$ cat src/rtl/bio_defines.svh
// Register offsets, field positions, reset values for the I/O port block.
// Assumes inclusion from the top module, the checker and the bench.
// Function
// Direction bit one tristates the pin driver; pin is an input.
// Direction bit zero drives the pin from its output latch bit.
// Latch register reads and writes the latch itself, not the pins.
// All direction registers reset to all ones on every reset.
// Data and latch contents undefined at power-on, kept on other resets.
// Port D plain I/O only while external bus disable bit is set.
// With external bus active, port D carries address/data low byte.
// Slave port mode makes port D an 8-bit host data port.
// Schmitt buffering in plain I/O, TTL in bus or slave port mode.
// External program memory modes turn all port E into high byte; code does so on the large package only.
// Internal-only mode with slave mode: port E 2..0 are strobes.
// Software sets port E direction 2..0 and digital inputs first.
// Internal-only mode: port E bit 7 is capture pin 2 if select clear.
// Large package, extended internal mode: port E defaults to bus.
// Slave control holds flags in bits 7..4, low bits read zero.
// Strobes active low: read, write and select from the host.
// Function overrides never write into the direction register.
// Data register reads pins; writes update the output latch.
`ifndef BIO_DEFINES_SVH
`define BIO_DEFINES_SVH
`define BIO_OFS_C_PIN    12'h000
`define BIO_OFS_C_LAT    12'h004
`define BIO_OFS_C_DIR    12'h008
`define BIO_OFS_D_PIN    12'h00C
`define BIO_OFS_D_LAT    12'h010
`define BIO_OFS_D_DIR    12'h014
`define BIO_OFS_E_PIN    12'h018
`define BIO_OFS_E_LAT    12'h01C
`define BIO_OFS_E_DIR    12'h020
`define BIO_OFS_SPCTL    12'h024
`define BIO_OFS_MEMCTL   12'h028
`define BIO_OFS_STATUS   12'h02C
`define BIO_DIR_RST      8'hFF
`define BIO_LAT_RST      8'h00
`define BIO_SPCTL_RST    4'h0
`define BIO_MEMCTL_RST   8'h00
`define BIO_MEMCTL_MASK  8'hBF
`define BIO_EXTERNAL_BUS_DISABLE_BIT    7
`define BIO_IBF_BIT      7
`define BIO_OBF_BIT      6
`define BIO_INPUT_BUFFER_OVERFLOW_BIT     5
`define BIO_MODE_BIT     4
`endif

$ cat src/rtl/bio_pkg.sv
// Types shared by the I/O port block.
// Assumes the defines header is compiled alongside.
package bio_pkg;
    // Program memory modes, set by configuration outside the block
    typedef enum logic [1:0] {
        BIO_MM_INTERNAL,
        BIO_MM_EXT_INTERNAL,
        BIO_MM_MICROPROC
    } bio_mem_mode_t;

    // One 8-bit port at the pins
    typedef struct packed {
        logic [7:0] out;
        logic [7:0] oe;
    } bio_pin_drv_t;

    // External bus driving request from the memory interface
    typedef struct packed {
        logic [15:0] ad_out;
        logic        ad_oe;
    } bio_ext_bus_t;
endpackage

$ cat src/rtl/bio_ports.sv
// Three bidirectional 8-bit ports with bus and slave port sharing.
// Assumes AHB-Lite single word transfers and asynchronous pin inputs.
// Undefined power-on latch contents are modelled as zero.
`include "bio_defines.svh"
module bio_ports
    import bio_pkg::*;
(
    input  wire logic          core_clk,
    input  wire logic          arst_n,
    input  wire logic          clk_en,
    input  wire logic          por_n,
    input  wire bio_mem_mode_t mem_mode,
    input  wire logic          large_pkg,
    input  wire logic          capture2_pin_select,
    input  wire logic          ccp2_out,
    input  wire logic          ccp2_oe,
    input  wire bio_ext_bus_t  ext_bus,
    output      logic [15:0]   ext_bus_in,
    output      logic          ccp2_in,
    input  wire logic          hsel,
    input  wire logic [11:0]   haddr,
    input  wire logic [1:0]    htrans,
    input  wire logic          hwrite,
    input  wire logic [2:0]    hsize,
    input  wire logic [31:0]   hwdata,
    input  wire logic          hready,
    output      logic [31:0]   hrdata,
    output      logic          hreadyout,
    output      logic          hresp,
    input  wire logic [7:0]    port_c_in,
    input  wire logic [7:0]    port_d_in,
    input  wire logic [7:0]    port_e_in,
    output      bio_pin_drv_t  port_c_drv,
    output      bio_pin_drv_t  port_d_drv,
    output      bio_pin_drv_t  port_e_drv,
    output      logic          schmitt_sel_d,
    output      logic          schmitt_sel_e
);
    // Reset release chain
    logic        rst_s1_q;
    logic        rst_n_q;

    // Pin synchroniser stages
    logic [7:0]  c_s1_q;
    logic [7:0]  d_s1_q;
    logic [7:0]  e_s1_q;
    logic [7:0]  c_pin_q;
    logic [7:0]  d_pin_q;
    logic [7:0]  e_pin_q;

    // Software visible port state
    logic [7:0]  c_lat_q;
    logic [7:0]  d_lat_q;
    logic [7:0]  e_lat_q;
    logic [7:0]  c_dir_q;
    logic [7:0]  d_dir_q;
    logic [7:0]  e_dir_q;
    logic [3:0]  spctl_q;
    logic [7:0]  memctl_q;

    // Slave port data, one byte each way
    logic [7:0]  host_in_q;
    logic [7:0]  host_out_q;

    // Host strobes, active low, and their history
    logic        cs_n;
    logic        rd_n;
    logic        wr_n;
    logic        wr_n_prev_q;
    logic        rd_n_prev_q;

    // Register bus data phase
    logic        ap_valid;
    logic        wr_pend_q;
    logic [11:0] addr_q;
    logic [7:0]  wdata;

    // Pin ownership decode
    logic        bus_active;
    logic        ad_high_bus;
    logic        sp_active;
    logic        ccp_alt;

    // Reset asserts at once; release is retimed through two flops
    // so every flop on rst_n_q leaves reset on the same edge
    always_ff @(posedge core_clk or negedge arst_n) begin
        if (!arst_n) begin
            rst_s1_q <= 1'b0;
            rst_n_q  <= 1'b0;
        end else begin
            rst_s1_q <= 1'b1;
            rst_n_q  <= rst_s1_q;
        end
    end

    // Pin synchronisers; first stage feeds only the second
    // Strobes and data share one delay, so they stay in step
    always_ff @(posedge core_clk or negedge rst_n_q) begin
        if (!rst_n_q) begin
            c_s1_q  <= 8'h00;
            d_s1_q  <= 8'h00;
            e_s1_q  <= 8'h00;
            c_pin_q <= 8'h00;
            d_pin_q <= 8'h00;
            e_pin_q <= 8'h00;
        end else if (clk_en) begin
            c_s1_q  <= port_c_in;
            d_s1_q  <= port_d_in;
            e_s1_q  <= port_e_in;
            c_pin_q <= c_s1_q;
            d_pin_q <= d_s1_q;
            e_pin_q <= e_s1_q;
        end
    end

    // Mode decode; port E bus on large package in extended mode
    // Memctl resets to zero, so in external modes the bus owns the pins after reset
    assign bus_active  = !memctl_q[`BIO_EXTERNAL_BUS_DISABLE_BIT]
                         && mem_mode != BIO_MM_INTERNAL;
    assign ad_high_bus = bus_active && large_pkg;
    assign sp_active   = spctl_q[`BIO_MODE_BIT - 4]
                         && mem_mode == BIO_MM_INTERNAL;
    assign ccp_alt     = mem_mode == BIO_MM_INTERNAL
                         && !capture2_pin_select;
    assign cs_n = e_pin_q[2];
    assign wr_n = e_pin_q[1];
    assign rd_n = e_pin_q[0];
    assign ext_bus_in = {e_pin_q, d_pin_q};
    assign ccp2_in    = e_pin_q[7];
    assign schmitt_sel_d = !(bus_active || sp_active);
    assign schmitt_sel_e = !(ad_high_bus || sp_active);

    // Port C pins: plain latch and direction
    // No bus or slave port function on this port
    assign port_c_drv.out = c_lat_q;
    assign port_c_drv.oe  = ~c_dir_q;

    // Port D pins: bus, slave port or plain I/O; direction left alone
    // Bus wins over slave port; the two modes never overlap
    always_comb begin
        if (bus_active) begin
            port_d_drv.out = ext_bus.ad_out[7:0];
            port_d_drv.oe  = {8{ext_bus.ad_oe}};
        end else if (sp_active) begin
            port_d_drv.out = host_out_q;
            port_d_drv.oe  = {8{!cs_n && !rd_n}};
        end else begin
            port_d_drv.out = d_lat_q;
            port_d_drv.oe  = ~d_dir_q;
        end
    end

    // Port E pins: bus high byte, strobe inputs, capture alternate
    // Strobe pins are inputs in slave mode whatever the direction
    // register holds; software still reads its own value back
    always_comb begin
        port_e_drv.out = e_lat_q;
        port_e_drv.oe  = ~e_dir_q;
        if (ad_high_bus) begin
            port_e_drv.out = ext_bus.ad_out[15:8];
            port_e_drv.oe  = {8{ext_bus.ad_oe}};
        end else begin
            if (sp_active) begin
                port_e_drv.oe[2:0] = 3'h0;
            end
            if (ccp_alt) begin
                port_e_drv.out[7] = ccp2_out;
                port_e_drv.oe[7]  = ccp2_oe;
            end
        end
    end

    // AHB address phase capture; writes land in the data phase
    // Zero wait states; only byte lane 0 carries register data
    assign ap_valid  = hsel && htrans[1] && hready;
    assign hreadyout = 1'b1;
    assign hresp     = 1'b0;
    assign wdata     = hwdata[7:0];

    always_ff @(posedge core_clk or negedge rst_n_q) begin
        if (!rst_n_q) begin
            wr_pend_q <= 1'b0;
            addr_q    <= 12'h000;
        end else if (clk_en) begin
            wr_pend_q <= ap_valid && hwrite;
            if (ap_valid) begin
                addr_q <= haddr;
            end
        end
    end

    // Read data registered at the address phase
    // Unmapped offsets and the upper lanes read zero
    always_ff @(posedge core_clk or negedge rst_n_q) begin
        if (!rst_n_q) begin
            hrdata <= 32'h0000_0000;
        end else if (clk_en && ap_valid && !hwrite) begin
            hrdata <= 32'h0000_0000;
            if (haddr == `BIO_OFS_C_PIN) begin
                hrdata[7:0] <= c_pin_q;
            end else if (haddr == `BIO_OFS_C_LAT) begin
                hrdata[7:0] <= c_lat_q;
            end else if (haddr == `BIO_OFS_C_DIR) begin
                hrdata[7:0] <= c_dir_q;
            end else if (haddr == `BIO_OFS_D_PIN) begin
                hrdata[7:0] <= d_pin_q;
            end else if (haddr == `BIO_OFS_D_LAT) begin
                hrdata[7:0] <= d_lat_q;
            end else if (haddr == `BIO_OFS_D_DIR) begin
                hrdata[7:0] <= d_dir_q;
            end else if (haddr == `BIO_OFS_E_PIN) begin
                hrdata[7:0] <= e_pin_q;
            end else if (haddr == `BIO_OFS_E_LAT) begin
                hrdata[7:0] <= e_lat_q;
            end else if (haddr == `BIO_OFS_E_DIR) begin
                hrdata[7:0] <= e_dir_q;
            end else if (haddr == `BIO_OFS_SPCTL) begin
                hrdata[7:0] <= {spctl_q, 4'h0};
            end else if (haddr == `BIO_OFS_MEMCTL) begin
                hrdata[7:0] <= memctl_q;
            end else if (haddr == `BIO_OFS_STATUS) begin
                hrdata[7:0] <= host_in_q;
            end
        end
    end

    // Direction registers; only a software write changes them
    // Bus, host and capture overrides act on the drivers only
    always_ff @(posedge core_clk or negedge rst_n_q) begin
        if (!rst_n_q) begin
            c_dir_q <= `BIO_DIR_RST;
            d_dir_q <= `BIO_DIR_RST;
            e_dir_q <= `BIO_DIR_RST;
        end else if (clk_en && wr_pend_q) begin
            if (addr_q == `BIO_OFS_C_DIR) begin
                c_dir_q <= wdata;
            end else if (addr_q == `BIO_OFS_D_DIR) begin
                d_dir_q <= wdata;
            end else if (addr_q == `BIO_OFS_E_DIR) begin
                e_dir_q <= wdata;
            end
        end
    end

    // Latches survive warm resets; cleared only by power-on reset
    // Pin offset writes land here too; read-modify-write on the pin
    // offset copies input levels in, so use the latch offset
    always_ff @(posedge core_clk or negedge por_n) begin
        if (!por_n) begin
            c_lat_q <= `BIO_LAT_RST;
            d_lat_q <= `BIO_LAT_RST;
            e_lat_q <= `BIO_LAT_RST;
        end else if (clk_en && wr_pend_q) begin
            if (addr_q == `BIO_OFS_C_PIN || addr_q == `BIO_OFS_C_LAT) begin
                c_lat_q <= wdata;
            end else if (addr_q == `BIO_OFS_D_PIN
                         || addr_q == `BIO_OFS_D_LAT) begin
                d_lat_q <= wdata;
            end else if (addr_q == `BIO_OFS_E_PIN
                         || addr_q == `BIO_OFS_E_LAT) begin
                e_lat_q <= wdata;
            end
        end
    end

    // Memory interface control; bit 6 unimplemented
    // Wait and write mode bits are stored only; they steer nothing
    always_ff @(posedge core_clk or negedge rst_n_q) begin
        if (!rst_n_q) begin
            memctl_q <= `BIO_MEMCTL_RST;
        end else if (clk_en && wr_pend_q && addr_q == `BIO_OFS_MEMCTL) begin
            memctl_q <= wdata & `BIO_MEMCTL_MASK;
        end
    end

    // Strobe edge history for the host handshake
    // Tracked outside slave mode too, so enabling it with idle
    // strobes raises no false edge
    always_ff @(posedge core_clk or negedge rst_n_q) begin
        if (!rst_n_q) begin
            wr_n_prev_q <= 1'b1;
            rd_n_prev_q <= 1'b1;
        end else if (clk_en) begin
            wr_n_prev_q <= wr_n || cs_n;
            rd_n_prev_q <= rd_n || cs_n;
        end
    end

    // Slave port flags; hardware set wins over software clear
    // Overflow marks a host write onto a full buffer; data replaced
    always_ff @(posedge core_clk or negedge rst_n_q) begin
        if (!rst_n_q) begin
            spctl_q    <= `BIO_SPCTL_RST;
            host_in_q  <= 8'h00;
            host_out_q <= 8'h00;
        end else if (clk_en) begin
            // Software writes the mode bit and can only clear overflow
            if (wr_pend_q && addr_q == `BIO_OFS_SPCTL) begin
                spctl_q[`BIO_MODE_BIT - 4] <= wdata[`BIO_MODE_BIT];
                if (!wdata[`BIO_INPUT_BUFFER_OVERFLOW_BIT]) begin
                    spctl_q[`BIO_INPUT_BUFFER_OVERFLOW_BIT - 4] <= 1'b0;
                end
            end
            // Host read release clears first, so a load in the
            // same cycle still leaves output full set
            if (sp_active && (rd_n || cs_n) && !rd_n_prev_q) begin
                spctl_q[`BIO_OBF_BIT - 4] <= 1'b0;
            end
            if (wr_pend_q && addr_q == `BIO_OFS_D_PIN) begin
                host_out_q <= wdata;
                spctl_q[`BIO_OBF_BIT - 4] <= 1'b1;
            end
            // Cleared on the read address phase, with the data capture
            if (ap_valid && !hwrite && haddr == `BIO_OFS_STATUS) begin
                spctl_q[`BIO_IBF_BIT - 4] <= 1'b0;
            end
            // Host write completes at strobe release
            if (sp_active && (wr_n || cs_n) && !wr_n_prev_q) begin
                host_in_q <= d_pin_q;
                spctl_q[`BIO_IBF_BIT - 4] <= 1'b1;
                if (spctl_q[`BIO_IBF_BIT - 4]) begin
                    spctl_q[`BIO_INPUT_BUFFER_OVERFLOW_BIT - 4] <= 1'b1;
                end
            end
        end
    end
endmodule

$ cat config.mk
export PLATFORM = sky130hd
export DESIGN_NAME = bio_ports
export DESIGN_NICKNAME = d
export VERILOG_FILES = /design/src/rtl/bio_pkg.sv /design/src/rtl/bio_ports.sv
export VERILOG_INCLUDE_DIRS = /design/src /design/src/rtl
export SDC_FILE = /design/constraint.sdc
export NUM_CORES = 1
export LEC_CHECK = 0
export ABC_AREA = 1
export ABC_CLOCK_PERIOD_IN_PS = 3500
export BUFFER_PORTS_ARGS = -buffer_cell sky130_fd_sc_hd__clkbuf_2
export CAP_MARGIN = 40
export CORE_UTILIZATION = 47
export CTS_CLUSTER_DIAMETER = 100
export DETAILED_ROUTE_END_ITERATION = 10
export PLACE_DENSITY_LB_ADDON = 0.12
export RECOVER_POWER = 25
export SLEW_MARGIN = 20
export SYNTH_ARGS = -nofsm -noshare
export SYNTH_HDL_FRONTEND = slang
export SYNTH_SLANG_ARGS = --single-unit
$ cat constraint.sdc
create_clock -name core_clk -period 3.5 [get_ports core_clk]
set_clock_uncertainty 0.15 [all_clocks]
set_input_delay 0.525 -clock core_clk [delete_from_list [all_inputs] [get_ports core_clk]]
set_output_delay 0.525 -clock core_clk [all_outputs]
set_load 0.1 [all_outputs]
# Word level (Yosys, flattened, before mapping)
# Index checks and enable logic that the tools add are counted.
[word_totals] word_cells=138 in_bits=103 register_bits=148 out_inout_bits=101
[op_classes] n_bitwise=7 n_mux=30 reduce_logical=54 n_eq_ne=21
[op_table] op="12-bit by 5-bit equality test with 1-bit output (second input constant)" count=8
[op_table] op="8-bit two-way mux" count=12
[op_table] op="12-bit by 6-bit equality test with 1-bit output (second input constant)" count=7
[op_table] op="12-bit by 4-bit equality test with 1-bit output (second input constant)" count=4
[op_table] op="16-bit two-way mux" count=2
[op_table] op="12-bit by 3-bit equality test with 1-bit output (second input constant)" count=2
[op_table] op="12-bit zero test" count=2
[op_table] op="8-bit NOT" count=3
[op_table] op="1-bit logical AND" count=20
[op_table] op="2-bit AND reduction" count=8
[op_table] op="1-bit two-way mux" count=11
[op_table] op="1-bit zero test" count=9
[op_table] op="4-bit AND reduction" count=2
[op_table] op="1-bit logical OR" count=7
[op_table] op="7-bit two-way mux" count=1
[op_table] op="3-bit two-way mux" count=2
[op_table] op="3-bit AND reduction" count=2
[op_table] op="2-bit nonzero test" count=3
[op_table] op="4-bit two-way mux" count=1
[op_table] op="1-bit NOT" count=4
[op_table] op="2-bit zero test" count=1
[op_table] op="2-bit two-way mux" count=1

# Depth between registers and ports, before layout
[logic_depth] ltp_word=13 ltp_mapped=13 ltp_nobuf=13

# Worst setup path after synthesis
# Ideal clock, no wire load.
[synth_path] path_type="input port to output port" startpoint="input port mem_mode[1]" endpoint="output port port_d_drv[0] (netlist name)" stages=6 t_required_ns=2.825 setup_slack_ns=-0.407 n_path_buf=1 t_arrival_ns=3.232 path_cell_list="nor2_1 > nor2_1 > buf_1 > nor2_4 > inv_1 > o21ai_1"
[synth_lines] item="start: declaration" line_no="bio_ports.sv:12" text="input wire bio_mem_mode_t mem_mode,"
[synth_lines] item="end: declaration" line_no="bio_ports.sv:34" text="output bio_pin_drv_t port_d_drv,"

==> metrics.md <==
| Metric | Value |
|---|---|
| DRT Pass-1 Iters | 10 |
| Status | complete, but fails checks |
| R2R Path Start | rst_n_q$_DFF_PN0_ |
| Area leader, netlist | dfrtp_1 |
| Max clock buf depth | 2 |
| Setup bufs post-CTS | 0 |
| Largest net degree at the start of global routing | 123 |
| Share of the synthesized area in the top cell type | 42.7% |
| Sequential fraction of the synthesis area | 52.3% |
| Initial antenna violation count | 0 |
| # resized after CTS | 0 |
| Critical path class | flip-flop to output port |
| Fillers | 1388 |
| Placed wire-length estimate | 13900 um |
| Commonest cells post-synth | nand2_1 (324), dfrtp_1 (122), o21ai_1 (87) |
| Synth Area in Compound Gates | 9.87% |
| First-pass GRT wire length | 30400 um |
| Max-Slew Margin vs Limit | -11.4% |
| ANT nets after route | 0 |
| Residual DRC | 13 |
| Violated checks | design-rule violations, max-capacitance violations, max-slew violations |
| Worst Tran Pin Value | 1670 ps |
| Cell count after synthesis | 874 |
| Total power | 4770 uW |
| Area growth syn-to-layout | 22.8% |
| I/O Buffers | 149 |
| Most frequent cell after synthesis | nand2_1 |
| Number of buffers created by CTS | 17 |
| Site Rows | 44 |
| Worst vdd ir | 0.477 mV |
| Pwr Density | 543 nW/um^2 |
| FMAX | 330 MHz |
| WP data required | 2820 ps |
| DRT Wirelength | 19100 um |
| Simple-gate portion of the synthesized area | 29.8% |
| Period minus WS final | 3030 ps |
| Crit share post-route | 86.6% |
| Critical path endpoint category | output port |
| Die Y-Extent | 125 um |
| Htree depth | 4 |
| Final setup violating endpoints | 0 |
| Max reg flops | 12 |
| Synthesized flop and latch total | 148 |
| Layout cells sized above 1 | 25.6% |
| Full die area | 15700 sq um |
| CTS tree | yes |
| Layout Nets | 1124 |
| Vias/cell | 5.12 |
| Final Max Tran Viols | 123 |
| GRT Total Usage | 25.6% |
| Post-synth EDFFs | 0 |
| Final-report hold violation count | 0 |
| Antenna Cells | 0 |
| Largest reg by FF count | addr_q |
| XOR/XNOR Fraction of Synth Area | 0% |
| Asr flop ratio synth | 100% |
| I/O Pins | 204 |
| Core Util, Final | 59.7% |
| Area contributors post-synth | dfrtp_1 (43%), nand2_1 (17%), dfstp_2 (9.6%) |
| Post-synthesis adder-cell area fraction | 0% |
| Main combinational cell family by area after synthesis | simple AND/OR/NAND/NOR gates |
| Main synth FF type | dfrtp_1 |
| Avg Inst Size Synth | 8.18 sq um |
| Unique masters post-synth | 32 |
| Synth warnings | 0 |
| Gpl congestion | 0.841 |
| Starting DRT DRC Count | 457 |
| Core ar. | 14700 sq um |
| CP Max Fanout | 9 |
| Multi-input gate area | 2940 sq um |
| Worst min path class | input port to flip-flop |
| Register area | 3740 sq um |
| Crit path arrival time | 2350 ps |
| Area of the mapped netlist | 7150 sq um |
| Clk_lat worst skew | 420 ps |
| Hold Path Origin | port_d_in[0] |
| Max-cap violations | 1 |
| Crit path from | memctl_q[7]$_DFFE_PN0P_ |
| Vias | 6235 |
| DR WL/cell | 15.7 um |
| Root Driver | clkbuf_16 |
| Critical path startpoint category | flip-flop |
| CTS clk-pin slew, worst paths | 60 ps |
| Initial Util | 48.6% |
| Total gr overflow | 0 |
| Post-CTS Hold Fix Bufs | 2 |
| Die width | 125 um |
| Post-synthesis mux area share | 0% |
| Leakage | 0.00433 uW |
| Vias in the first global route | 5637 |
| RSZ-0062 raised after global routing | no |
| Clock Sinks | 148 |
metal layers:
layer,GRT usage [%],vias up,wire length [um]
met5,0,-,0
met4,8.11,0,248
met3,4.24,21,1170
met2,42.3,204,9320
met1,34.6,2949,8410
li1,-,3061,-
layout by cell type (no fill, tap or decap), drive strengths merged:
| cell type | instances |
|---|---|
| buf | 18 |
| o41ai | 2 |
| clkinvlp | 2 |
| inv | 64 |
| bufinv | 3 |
| a31oi | 1 |
| clkbuf | 159 |
| nand2 | 332 |
| dfstp | 26 |
| nor3 | 12 |
| o21ai | 125 |
| dlygate4sd3 | 2 |
| conb | 27 |
| a22o | 3 |
| nor2 | 62 |
| nor4 | 1 |
| nand4 | 21 |
| nand3 | 47 |
| dfrtp | 122 |
| clkinv | 5 |
layout make-up:
class | instances | share of cell area [%]
clock buffers | 22 | 5.29
clock inverters | 10 | 1.48
inverters | 64 | 2.82
multi-input cells | 633 | 33.5
flip-flops and latches | 148 | 42.6
well taps | 184 | 2.62
repair buffers | 157 | 11.7
cell families after synthesis:
logic type	count (synthesis)
buffers and inverters	118
other	2
flip-flops	148
AND/OR/NAND/NOR	475
AO/OA/AOI/OAI	131
metrics by stage:
stage	cell area, sq um	TNS, ps	hold slack (ps)	setup WS, ps	cells
after floorplan	7240	-3250	79.4	-407	899
after global placement	8190	0	162	653	1184
after detailed placement	8190	0	163	639	1184
after CTS	8800	0	138	431	1218
after global routing	8780	0	160	251	1218
final	8780	0	152	471	1218
critical path, stage by stage (launching register included):
cell	delay [ps]
dfrtp_1	400
nor2_1	390
buf_4	250
a22o_1	160
inv_2	90
o21ai_1	150
clkbuf_2	500
worst paths after layout:
kind                       cells after the start  slack (ps)                         to
max                                            6         470              port_d_drv[6]
min                                            3         150      d_s1_q[0]$_DFFE_PN0P_
max reg2reg                                    1        1460  host_out_q[4]$_DFFE_PN0P_
min reg2reg                                    0         200          rst_n_q$_DFF_PN0_
max in group asynchronous                      1        1460  host_out_q[4]$_DFFE_PN0P_
min in group asynchronous                      2         280          rst_n_q$_DFF_PN0_
where the power goes:
group | internal, uW | switching (uW)
combinational | 186 | 832
clock | 1150 | 692
sequential | 1830 | 79.7
total | 3160 | 1600
(Power assumes the default switching activity.)
